===== src/inc/bf_pkg.sv =====
// Constants, register map and types for breaker failure supervision
package bf_pkg;
	localparam int unsigned CLK_HZ = 100_000_000;
	localparam int unsigned MS_PER_S = 1000;
	localparam int unsigned MS_CYCLES = CLK_HZ / MS_PER_S;
	localparam int unsigned FORCE_TIMEOUT_MIN = 5;
	localparam int unsigned FORCE_TIMEOUT_MS = FORCE_TIMEOUT_MIN * 60 * MS_PER_S;

	localparam int ADDR_W = 8;
	localparam int DATA_W = 32;
	localparam int OPT_W = 20;
	localparam int REC_N = 8;
	localparam int PTR_W = 3;
	localparam int CNT_W = 4;
	localparam int PCT_W = 7;

	localparam logic [ADDR_W-1:0] OFF_CTRL = 8'h00;
	localparam logic [ADDR_W-1:0] OFF_OPTIME = 8'h04;
	localparam logic [ADDR_W-1:0] OFF_STATUS = 8'h08;
	localparam logic [ADDR_W-1:0] OFF_START_CNT = 8'h0C;
	localparam logic [ADDR_W-1:0] OFF_TRIP_CNT = 8'h10;
	localparam logic [ADDR_W-1:0] OFF_PASSWORD = 8'h14;
	localparam logic [ADDR_W-1:0] OFF_IRQ_STAT = 8'h18;
	localparam logic [ADDR_W-1:0] OFF_IRQ_MASK = 8'h1C;
	localparam logic [ADDR_W-1:0] OFF_REC_INFO = 8'h20;
	// Records: 0x80 + 16*slot, word 0 date, 1 time of day, 2 delay percent
	localparam int REC_SEL_BIT = 7;
	localparam logic [1:0] REC_DATE_W = 2'h0;
	localparam logic [1:0] REC_TIME_W = 2'h1;
	localparam logic [1:0] REC_PCT_W = 2'h2;

	localparam int CTRL_SEL_LSB = 0;
	localparam int CTRL_FORCE_BIT = 4;
	localparam int CTRL_AUTH_BIT = 8;
	localparam int STATUS_BLOCKED_BIT = 0;
	localparam int STATUS_START_BIT = 1;
	localparam int STATUS_TRIP_BIT = 2;
	localparam int IRQ_START_BIT = 0;
	localparam int IRQ_TRIP_BIT = 1;
	localparam int IRQ_FORCE_END_BIT = 2;
	localparam int IRQ_W = 3;
	localparam int INFO_PTR_LSB = 0;
	localparam int INFO_CNT_LSB = 8;

	localparam logic [1:0] SEL_ONE = 2'h1;
	localparam logic [1:0] SEL_TWO = 2'h2;
	localparam logic [1:0] SEL_RST = 2'h1;
	localparam logic [OPT_W-1:0] OPTIME_RST = 20'h000C8;
	localparam logic [IRQ_W-1:0] IRQ_MASK_RST = 3'h0;
	localparam logic [PCT_W-1:0] PCT_FULL = 7'h64;
	// Arbitrary unlock key
	localparam logic [DATA_W-1:0] PASSWORD_KEY = 32'h5A5A0001;

	typedef enum logic [1:0] {ST_IDLE, ST_TIMING, ST_BACKUP} state_t;
endpackage


===== src/inc/timebase_if.sv =====
// Millisecond tick and force timeout signals between top and timebase
`timescale 1ns/100ps
interface timebase_if;
	logic msTick;
	logic forceArm;
	logic forceExpire;
	modport src(output msTick, output forceExpire, input forceArm);
	modport snk(input msTick, input forceExpire, output forceArm);
endinterface


===== src/rtl/ms_timebase.sv =====
// Millisecond enable divider and test force timeout counter
`timescale 1ns/100ps
module ms_timebase #(
	parameter int unsigned MS_CYCLES = bf_pkg::MS_CYCLES,
	parameter int unsigned FORCE_MS = bf_pkg::FORCE_TIMEOUT_MS
) (
	input wire logic clk,
	input wire logic rst,
	timebase_if.src tb
);
	import bf_pkg::*;
	localparam int DW = $clog2(MS_CYCLES);
	localparam int FW = $clog2(FORCE_MS + 1);

	logic [DW-1:0] divQ;
	logic [FW-1:0] forceMsQ;
	logic tickQ;
	logic expireQ;
	wire lastDiv = divQ == DW'(MS_CYCLES - 1);
	wire lastMs = forceMsQ == FW'(FORCE_MS - 1);

	always_ff @(posedge clk) begin
		if (rst || lastDiv) begin
			divQ <= '0;
		end else begin
			divQ <= divQ + 1'b1;
		end
	end

	always_ff @(posedge clk) begin
		if (rst) begin
			tickQ <= 1'b0;
		end else begin
			tickQ <= lastDiv;
		end
	end

	// Counts whole ms while force is on, restarts after each expiry
	always_ff @(posedge clk) begin
		if (rst || !tb.forceArm || expireQ) begin
			forceMsQ <= '0;
		end else if (tickQ) begin
			forceMsQ <= forceMsQ + 1'b1;
		end
	end

	always_ff @(posedge clk) begin
		if (rst) begin
			expireQ <= 1'b0;
		end else begin
			expireQ <= tb.forceArm && tickQ && lastMs && !expireQ;
		end
	end

	assign tb.msTick = tickQ;
	assign tb.forceExpire = expireQ;
endmodule


===== src/rtl/breaker_failure_backup_trip.sv =====
// Breaker failure supervision stage with backup trip and fault records
`timescale 1ns/100ps
module breaker_failure_backup_trip #(
	parameter int unsigned MS_CYCLES = bf_pkg::MS_CYCLES,
	parameter int unsigned FORCE_MS = bf_pkg::FORCE_TIMEOUT_MS
) (
	input wire logic clk,
	input wire logic rst,
	input wire logic [bf_pkg::ADDR_W-1:0] address,
	input wire logic read,
	input wire logic write,
	input wire logic [bf_pkg::DATA_W-1:0] writedata,
	output logic [bf_pkg::DATA_W-1:0] readdata,
	output logic waitrequest,
	input wire logic relayOneCtrl,
	input wire logic relayTwoCtrl,
	input wire logic stageBlock,
	input wire logic [bf_pkg::DATA_W-1:0] dateStamp,
	input wire logic [bf_pkg::DATA_W-1:0] timeOfDayMs,
	output logic startOut,
	output logic backupTrip,
	output logic irq
);
	import bf_pkg::*;

	timebase_if tb();
	ms_timebase #(
		.MS_CYCLES(MS_CYCLES),
		.FORCE_MS(FORCE_MS)
	) uTimebase (
		.clk(clk),
		.rst(rst),
		.tb(tb)
	);

	// Pin synchronisers: relay one, relay two, block
	logic [2:0] metaQ;
	logic [2:0] syncQ;
	always_ff @(posedge clk) begin
		if (rst) begin
			metaQ <= 3'h0;
			syncQ <= 3'h0;
		end else begin
			metaQ <= {stageBlock, relayTwoCtrl, relayOneCtrl};
			syncQ <= metaQ;
		end
	end
	wire relayOne = syncQ[0];
	wire relayTwo = syncQ[1];
	wire blocked = syncQ[2];

	// Bus slave: one wait state, answer on the second edge
	logic ackQ;
	logic [DATA_W-1:0] readdataQ;
	logic [DATA_W-1:0] rdMux;
	always_ff @(posedge clk) begin
		if (rst) begin
			ackQ <= 1'b0;
		end else begin
			ackQ <= (read || write) && !ackQ;
		end
	end
	assign waitrequest = !ackQ;
	assign readdata = readdataQ;

	wire doWrite = write && ackQ;
	wire doRead = read && ackQ;
	wire wrCtrl = doWrite && address == OFF_CTRL;
	wire wrOpt = doWrite && address == OFF_OPTIME;
	wire wrStatus = doWrite && address == OFF_STATUS;
	wire wrStartCnt = doWrite && address == OFF_START_CNT;
	wire wrTripCnt = doWrite && address == OFF_TRIP_CNT;
	wire wrPwd = doWrite && address == OFF_PASSWORD;
	wire wrMask = doWrite && address == OFF_IRQ_MASK;
	wire rdIrq = doRead && address == OFF_IRQ_STAT;
	wire recHit = address[REC_SEL_BIT];
	wire [PTR_W-1:0] recSlot = address[6:4];
	wire [1:0] recWord = address[3:2];

	// Settings, writable only while unlocked
	logic authQ;
	logic [1:0] relaySelQ;
	logic [OPT_W-1:0] opTimeQ;
	always_ff @(posedge clk) begin
		if (rst) begin
			authQ <= 1'b0;
			relaySelQ <= SEL_RST;
			opTimeQ <= OPTIME_RST;
		end else begin
			if (wrPwd) begin
				authQ <= writedata == PASSWORD_KEY;
			end
			if (wrCtrl && authQ) begin
				relaySelQ <= writedata[CTRL_SEL_LSB +: 2];
			end
			if (wrOpt && authQ) begin
				opTimeQ <= writedata[OPT_W-1:0];
			end
		end
	end

	// Force flag; a setting write wins over the timeout in the same cycle
	logic forceQ;
	logic fStartQ;
	logic fTripQ;
	always_ff @(posedge clk) begin
		if (rst) begin
			forceQ <= 1'b0;
		end else if (wrCtrl && authQ) begin
			forceQ <= writedata[CTRL_FORCE_BIT];
		end else if (tb.forceExpire) begin
			forceQ <= 1'b0;
		end
	end
	assign tb.forceArm = forceQ;

	always_ff @(posedge clk) begin
		if (rst || !forceQ) begin
			fStartQ <= 1'b0;
			fTripQ <= 1'b0;
		end else if (wrStatus) begin
			fStartQ <= writedata[STATUS_START_BIT];
			fTripQ <= writedata[STATUS_TRIP_BIT];
		end
	end

	// Supervised relay control and failure timing
	wire supervised = relaySelQ == SEL_ONE ? relayOne :
		relaySelQ == SEL_TWO ? relayTwo : 1'b0;
	state_t stateQ;
	state_t stateD;
	logic [OPT_W-1:0] elapsedQ;
	wire reached = elapsedQ >= opTimeQ;

	always_comb begin
		stateD = stateQ;
		case (stateQ)
			ST_IDLE: begin
				if (supervised) begin
					stateD = ST_TIMING;
				end
			end
			ST_TIMING: begin
				if (!supervised) begin
					stateD = ST_IDLE;
				end else if (reached) begin
					stateD = ST_BACKUP;
				end
			end
			ST_BACKUP: begin
				if (!supervised) begin
					stateD = ST_IDLE;
				end
			end
			default: begin
				stateD = ST_IDLE;
			end
		endcase
		if (blocked) begin
			stateD = ST_IDLE;
		end
	end

	always_ff @(posedge clk) begin
		if (rst) begin
			stateQ <= ST_IDLE;
		end else begin
			stateQ <= stateD;
		end
	end

	always_ff @(posedge clk) begin
		if (rst || stateQ != ST_TIMING || stateD != ST_TIMING) begin
			elapsedQ <= '0;
		end else if (tb.msTick) begin
			elapsedQ <= elapsedQ + 1'b1;
		end
	end

	wire startEv = stateQ == ST_IDLE && stateD == ST_TIMING;
	wire tripEv = stateQ == ST_TIMING && stateD == ST_BACKUP;
	wire endEv = stateQ == ST_TIMING && stateD != ST_TIMING;

	assign startOut = !blocked && (forceQ ? fStartQ : stateQ != ST_IDLE);
	assign backupTrip = !blocked && (forceQ ? fTripQ : stateQ == ST_BACKUP);

	// Counters, an event in the clearing cycle still counts
	logic [DATA_W-1:0] startCntQ;
	logic [DATA_W-1:0] tripCntQ;
	always_ff @(posedge clk) begin
		if (rst) begin
			startCntQ <= '0;
			tripCntQ <= '0;
		end else begin
			startCntQ <= (wrStartCnt ? '0 : startCntQ) + DATA_W'(startEv);
			tripCntQ <= (wrTripCnt ? '0 : tripCntQ) + DATA_W'(tripEv);
		end
	end

	// Fault records, ring of eight
	function automatic logic [PCT_W-1:0] pctOf(
		input logic [OPT_W-1:0] el,
		input logic [OPT_W-1:0] set
	);
		logic [OPT_W+PCT_W-1:0] num;
		num = (OPT_W+PCT_W)'(el) * (OPT_W+PCT_W)'(PCT_FULL);
		if (set == '0 || el >= set) begin
			return PCT_FULL;
		end
		return PCT_W'(num / (OPT_W+PCT_W)'(set));
	endfunction

	logic [DATA_W-1:0] startDateQ;
	logic [DATA_W-1:0] startTimeQ;
	logic [DATA_W-1:0] recDate [REC_N];
	logic [DATA_W-1:0] recTime [REC_N];
	logic [PCT_W-1:0] recPct [REC_N];
	logic [PTR_W-1:0] wrPtrQ;
	logic [CNT_W-1:0] recCntQ;

	always_ff @(posedge clk) begin
		if (startEv) begin
			startDateQ <= dateStamp;
			startTimeQ <= timeOfDayMs;
		end
		if (endEv) begin
			recDate[wrPtrQ] <= startDateQ;
			recTime[wrPtrQ] <= startTimeQ;
			recPct[wrPtrQ] <= pctOf(elapsedQ, opTimeQ);
		end
	end

	always_ff @(posedge clk) begin
		if (rst) begin
			wrPtrQ <= '0;
			recCntQ <= '0;
		end else if (endEv) begin
			wrPtrQ <= wrPtrQ + 1'b1;
			if (recCntQ != CNT_W'(REC_N)) begin
				recCntQ <= recCntQ + 1'b1;
			end
		end
	end

	// Interrupts: a read clears only bits it returned; set still wins
	logic [IRQ_W-1:0] irqStatQ;
	logic [IRQ_W-1:0] irqMaskQ;
	wire [IRQ_W-1:0] irqEv = {tb.forceExpire, tripEv, startEv};
	always_ff @(posedge clk) begin
		if (rst) begin
			irqStatQ <= '0;
			irqMaskQ <= IRQ_MASK_RST;
		end else begin
			irqStatQ <= (rdIrq ? irqStatQ & ~readdataQ[IRQ_W-1:0] : irqStatQ)
				| irqEv;
			if (wrMask) begin
				irqMaskQ <= writedata[IRQ_W-1:0];
			end
		end
	end
	assign irq = |(irqStatQ & irqMaskQ);

	// Read data
	always_comb begin
		rdMux = '0;
		case (address)
			OFF_CTRL: begin
				rdMux[CTRL_SEL_LSB +: 2] = relaySelQ;
				rdMux[CTRL_FORCE_BIT] = forceQ;
				rdMux[CTRL_AUTH_BIT] = authQ;
			end
			OFF_OPTIME: rdMux[OPT_W-1:0] = opTimeQ;
			OFF_STATUS: begin
				rdMux[STATUS_BLOCKED_BIT] = blocked;
				rdMux[STATUS_START_BIT] = startOut;
				rdMux[STATUS_TRIP_BIT] = backupTrip;
			end
			OFF_START_CNT: rdMux = startCntQ;
			OFF_TRIP_CNT: rdMux = tripCntQ;
			OFF_IRQ_STAT: rdMux[IRQ_W-1:0] = irqStatQ;
			OFF_IRQ_MASK: rdMux[IRQ_W-1:0] = irqMaskQ;
			OFF_REC_INFO: begin
				rdMux[INFO_PTR_LSB +: PTR_W] = wrPtrQ;
				rdMux[INFO_CNT_LSB +: CNT_W] = recCntQ;
			end
			default: rdMux = '0;
		endcase
		if (recHit) begin
			case (recWord)
				REC_DATE_W: rdMux = recDate[recSlot];
				REC_TIME_W: rdMux = recTime[recSlot];
				REC_PCT_W: rdMux = DATA_W'(recPct[recSlot]);
				default: rdMux = '0;
			endcase
		end
	end

	always_ff @(posedge clk) begin
		if (rst) begin
			readdataQ <= '0;
		end else if (read && !ackQ) begin
			readdataQ <= rdMux;
		end
	end
endmodule


===== config.mk =====
export PLATFORM = sky130hd
export DESIGN_NAME = breaker_failure_backup_trip
export DESIGN_NICKNAME = d
export VERILOG_FILES = /design/src/inc/bf_pkg.sv /design/src/inc/timebase_if.sv /design/src/rtl/ms_timebase.sv /design/src/rtl/breaker_failure_backup_trip.sv
export SDC_FILE = /design/constraint.sdc
export NUM_CORES = 2
export LEC_CHECK = 0
export BUFFER_PORTS_ARGS = -buffer_cell sky130_fd_sc_hd__buf_2
export CORE_MARGIN = 4
export CORE_UTILIZATION = 50
export CTS_CLUSTER_SIZE = 20
export DETAILED_ROUTE_END_ITERATION = 10
export GPL_TIMING_DRIVEN = 0
export PLACE_DENSITY = 0.75
export SYNTH_ARGS = -nofsm -noshare
export SYNTH_HDL_FRONTEND = slang
export SYNTH_SLANG_ARGS = --single-unit

===== constraint.sdc =====
create_clock -name clk -period 263.4 [get_ports clk]
set_clock_uncertainty 0.2 [all_clocks]
set_input_delay 26.34 -clock clk [delete_from_list [all_inputs] [get_ports clk]]
set_output_delay 26.34 -clock clk [all_outputs]
set_load 0.005 [all_outputs]

-- Word level (Yosys, flattened, before mapping)
Memory sizes are Yosys's and may differ from the RTL's.
Index checks and enable logic that the tools add are counted.
- memories kept: 3
- output and inout bits: 36
- bits in registers: 266
- logic and storage cells: 137
- latch bits: 0
- input port bits: 111
- memory bits (read-only): 0
- memory bits (writable): 568
- memories (name ; depth ; width ; rd ports ; clocked after memory_dff ; write ports ; line ; text):
    recDate ; 8 ; 32 ; 1 ; 0 ; 1 ; breaker_failure_backup_trip.sv:215 ; logic [DATA_W-1:0] recDate [REC_N];
    recTime ; 8 ; 32 ; 1 ; 0 ; 1 ; breaker_failure_backup_trip.sv:216 ; logic [DATA_W-1:0] recTime [REC_N];
    recPct ; 8 ; 7 ; 1 ; 0 ; 1 ; breaker_failure_backup_trip.sv:217 ; logic [PCT_W-1:0] recPct [REC_N];
- multipliers: 1
- mux-type cells: 33
- equal/unequal tests: 22
- bitwise gates (word level): 4
- shift-type cells: 0
- $lt $le $gt $ge: 1
- $add $sub $neg: 7
- divide/modulo/power cells: 1
- reductions and logical operators: 41
- operator list (operator ; count):
    $mux W32 ; 3
    $pmux W32 S3 ; 1
    $add A32 B1 Y32 ; 2
    $eq A32 B31 Y1 const B ; 1
    $eq A8 B5 Y1 const B ; 4
    $div A27 B20 Y27 ; 1
    $mul A20 B5 Y25 const B ; 1
    $pmux W12 S2 ; 1
    $pmux W8 S3 ; 1
    $logic_and A1 B1 Y1 ; 22
    $mux W7 ; 3
    $add A20 B1 Y20 const B ; 1
    $ge A20 B20 Y1 ; 1
    $logic_not A20 Y1 ; 1
    $add A19 B1 Y19 const B ; 1
    $eq A19 B19 Y1 const B ; 1
    $add A17 B1 Y17 const B ; 1
    $eq A17 B17 Y1 const B ; 1
    $eq A8 B4 Y1 const B ; 2
    $pmux W2 S8 ; 1
    $pmux W3 S4 ; 1
    $mux W1 ; 10
    $mux W2 ; 5
    $pmux W3 S3 ; 1
    24 further kinds ; 43

-- Logic depth before layout (Yosys ltp)
- depth after elaboration: 11
- depth in mapped cells: 513
- depth with buffers taken out: 469

-- Modules after synthesis
Synthesis repeated with hierarchy kept, for this count alone.
- cells, all modules: 6178
- area total of the unflattened synthesis: 60676.9 sq um
- modules (own cells, without submodules) (module ; instances ; cells each ; area an instance (sq um)):
    breaker_failure_backup_trip ; 1 ; 5983 ; 58950.3
    ms_timebase ; 1 ; 195 ; 1726.7

-- Worst setup path after synthesis
OpenSTA, ideal clock, no wires.
- path kind: reg2reg
- start point: register elapsedQ[8]
- end point: memory recPct[0][0], data pin
- stages on the path, launching flop included: 485
- arrival time: 83.288 ns
- data required time: 262.912 ns
- slack: 179.623 ns
- cell sequence: dfxtp_1 ha_1 ha_1 inv_1 fa_1 inv_1 ha_1 buf_2 a21oi_2 o21ai_1 and2_1 o21ai_0 nand2b_1 a21o_1 a21o_1 a21oi_1 xnor2_1 ha_1 [449 not listed] a21oi_1 nor2b_1 o21ai_0 nand2b_1 a21oi_1 nor2b_1 o21ai_0 nand2b_1 a21oi_1 nor2b_1 o21ai_0 nand2b_1 a21oi_1 nor3_1 o21ai_0 nand2_1 a221o_1 o41a_1
- word-level cells in the longest chain between the ends: 6
- elaborated cells on any way between the ends: 8
- classes of those cells: mul (1); div (1); order compare (1); mux (4); reduce/logical (1)
- RTL lines (item ; line ; text):
    start, declared ; breaker_failure_backup_trip.sv:132 ; logic [OPT_W-1:0] elapsedQ;
    start signal, assigned ; breaker_failure_backup_trip.sv:176 ; elapsedQ <= elapsedQ + 1'b1;
    branches (longest 4 deep; another with $div A27 B20 Y27) ; -- ;
    $mux W7 * ; breaker_failure_backup_trip.sv:210 ; return PCT_W'(num / (OPT_W+PCT_W)'(set));
    $mux W7 * ; breaker_failure_backup_trip.sv:226 ; if (endEv) begin
    end, declared ; breaker_failure_backup_trip.sv:217 ;
Mark *: on every way between the ends. The select of a mux whose other input is x is not followed.

-- Worst setup path after layout
- start point: register elapsedQ[2]
- end point: memory recPct[0][0], data pin
The elaborated chain is that of the path after synthesis.

==> flow_summary.yaml <==
placement:
  portBuffers: 144
  dp_slack_ns: 161.91
  hpwl_um: 134000
  gp_congestion: 0.962
timing:
  finalSetupViolations: 0
  fin_crit_sh_pct: 39.3
  setup-tns-final_ns: 0
  rsz0062_at_grt: "no"
  finalMaxSlewViolations: 0
  fmax_mhz: 9.65
  worst_slew_pin_slew_ns: 1.41
  setup_ws_ns: 159.79
  slew_headroom_pct: 5.57
  period_needed_ns: 103.61
  hold_viol: 0
setup_path:
  required_ns: 263.52
  cpLargestDelayFamily: "compound AO/OA/AOI/OAI gates"
  endpoint_kind: "flip-flop"
  worstPathArrival_ns: 103.73
  path_class: "flip-flop to flip-flop"
  startpoint_type: "flip-flop"
  cpMostUsedCell: "o21ai_0"
  crit_path_max_fanout: 10
  path_buf_inv: 53
  slowest_delay_ns: 1.04
  critPathSlowestCell: "a211oi_1"
logic_synthesis:
  yosys_warnings: 0
  synth_cells: 6043
  synth_cell_types: 139
  syn-cell-area_sq_mm: 0.0599
  syn_nets: 6617
  yosysSeqAreaShare_pct: 38.4
  syn_area_per_cell_sq_um: 9.91
  synth-edff-count: 632
  ys.flop_type: "edfxtp_1"
  async_reset_ff_share_pct: 0
  synth-seq-cells: 834
power:
  p_per_area_mw_per_mm2: 4.04
  irDropWorstVdd_uv: 7.54
  p_leak_nw: 26.4
route:
  via_per_inst: 6.24
  num_vias: 49951
  met3_length_um: 13600
  routed_wl_um: 180000
  drt_iter0_markers: 5404
  highest_layer: "met4"
  drt_pass1_iterations: 8
  drt-met1-wl_um: 74100
  antenna_left: 0
  wl_per_cell_um: 22.4
  drc: 0
  wl_met2_um: 84400
final_layout:
  nets: 6911
  seq_area_sq_mm: 0.0230
  syn2layout_area_growth_pct: 10.5
  fill_cells: 10160
  multi_input_comb_area_sq_mm: 0.0352
  drive_above_1_share_pct: 11.5
floorplanning:
  start_util_pct: 50.5
  dieArea_sq_mm: 0.125
  die_h_um: 354
  ioPinCount: 147
  rows: 126
  core_sq_mm: 0.119
  die_w_um: 354
clocking:
  cts_tree: "yes"
  clock-sinks: 834
  clkTransAtPathRegs_ns: 0.07
  ctsResizeCount: 0
  clock_latency_ns: 0.68
  cts.path.max_buffers: 3
  clock-root-buffer: "clkbuf_16"
  postCtsHoldBufs: 0
  post_cts_buffers: 0
  ctsHtreeMaxLevel: 3
  numCtsBuffers: 78
global_route:
  grt_pass1_wl_um: 277000
  grt_max_degree: 28
  grt_overflow: 0
  antenna_found_initial: 2
  grtUsageTotal_pct: 27.7
  grt_pass1_vias: 48266
run_status:
  outcome: "finished clean"
worst_hold_path:
  hp-class: "flip-flop to flip-flop"
flow_run:
  maxCapViolCount: 0
==> state kept, by name (all words and copies together), names as in the netlist, 4 cells and up <==
signal and flops:
uTimebase.forceMsQ 19, startCntQ 32, startTimeQ 32, readdata 32, uTimebase.divQ 17, recPct 56, tripCntQ 32, recTime 256
recCntQ 4, elapsedQ 20, opTimeQ 20, recDate 256, startDateQ 32
==> report_power, final <==
| group | internal [W] | switching, W | leakage [nW] |
|---|---|---|---|
| Sequential | 0.000141 | 0.00000125 | 7.34 |
| Clock | 0.0000624 | 0.0000510 | 1.24 |
| Combinational | 0.00000452 | 0.00000679 | 17.8 |
==> cells in the mapped netlist (60+ instances only) <==
cell / number / share of area [%]
ha_1: 447 / 9.3
a21oi_1: 488 / 4.1
o21ai_0: 265 / 2.2
nand2_1: 446 / 2.8
and2_1: 79 / 0.82
nand3_1: 157 / 1.3
nand2b_1: 112 / 1.2
clkbuf_1: 126 / 0.79
xnor2_1: 261 / 3.8
inv_1: 241 / 1.5
edfxtp_1: 632 / 32
dfxtp_1: 202 / 6.8
o21a_1: 91 / 1.1
nor2b_1: 67 / 0.70
a21o_1: 174 / 2.2
nor3_1: 150 / 1.3
mux2_2: 79 / 1.5
mux2i_1: 121 / 2.0
o31ai_1: 60 / 0.75
nor2_1: 580 / 3.6
nand4_1: 86 / 0.90
mux4_2: 145 / 5.5
xor2_1: 156 / 2.3
==> stage by stage <==
step                power [W]  instances  utilization (%)  instance area [sq um]  hold slack (ns)
floorplan            0.000151       6043                -                  59900            0.214
global placement     0.000156       7787             52.8                  62600            0.223
detailed placement   0.000156       7856             53.6                  63600            0.225
CTS                  0.000268       7997             55.8                  66100            0.250
global route         0.000275       7998             55.8                  66200            0.271
finish               0.000267       8001             55.8                  66200            0.246
==> path summary, 6_finish.rpt <==
kind	from	slack [ns]	cells past startpoint	endpoint
worst max-delay path	elapsedQ[2]$_SDFFE_PP0P_	159.79	480	recPct[0][0]$_DFFE_PP_
worst min-delay path	metaQ[0]$_SDFF_PP0_	0.25	1	syncQ[0]$_SDFF_PP0_
worst max register to register	elapsedQ[2]$_SDFFE_PP0P_	159.79	480	recPct[0][0]$_DFFE_PP_
worst min register to register	metaQ[0]$_SDFF_PP0_	0.25	1	syncQ[0]$_SDFF_PP0_
==> metal layers <==
| layer | vias up | global-route usage [%] |
|---|---|---|
| met3 | 391 | 3.96 |
| met1 | 24125 | 36.4 |
| met4 | 0 | 10.7 |
| li1 | 23298 | - |
| met5 | - | 0 |
| met2 | 2137 | 46.5 |
==> cells in the final DEF (no fill, tap or decap), types with 22 or more instances in the layout <==
master     synthesis  final
o21ai_0          265    265
o21bai_1          45     45
o22ai_1           36     36
ha_1             447    447
a311oi_1          23     23
a21oi_1          488    488
dfxtp_1          202    202
nand3_1          157    157
o21a_1            91     91
a21o_1           174    174
o31ai_1           60     60
nand2_1          446    446
buf_1             45     45
a211oi_1          37     37
a31oi_1           29     29
and3_1            58     58
and2_1            79     79
nor3_1           150    147
nand4_1           86     86
and4_1            30     30
o211ai_1          22     22
buf_2             27    171
nor4_1            31     31
a222oi_1          22     22
edfxtp_1         632    632
xor2_1           156    156
or2_2             34     34
clkbuf_1         126    143
inv_1            241    235
or3_1             50     50
xnor2_1          261    261
nor2b_1           67     67
nand2b_1         112    112
clkbuf_16          0     79
mux2i_1          121    121
mux4_2           145    145
mux2_2            79     79
buf_6              1     46
nor2_1           580    578
==> final cells by class <==
class / instances / area share [%]
diodes: 3 / 0.0113
plain buffers: 205 / 1.26
clock buffers: 98 / 3.12
clock inverters: 43 / 0.739
inverters: 243 / 1.38
multi-input cells: 4761 / 53.2
flip-flops and latches: 834 / 34.8
well taps: 1600 / 3.03
repair buffers: 214 / 2.51
==> logic make-up after synthesis <==
logic type / Yosys count / share of synthesized area (%)
buf+inv: 448 / 2.91
fa+ha+maj: 463 / 9.87
flops: 834 / 38.4
mux: 355 / 9.18
xor+xnor: 421 / 6.22
simple gates: 1998 / 16.7
compound gates: 1524 / 16.7
Power figures use the tool's default switching activity.
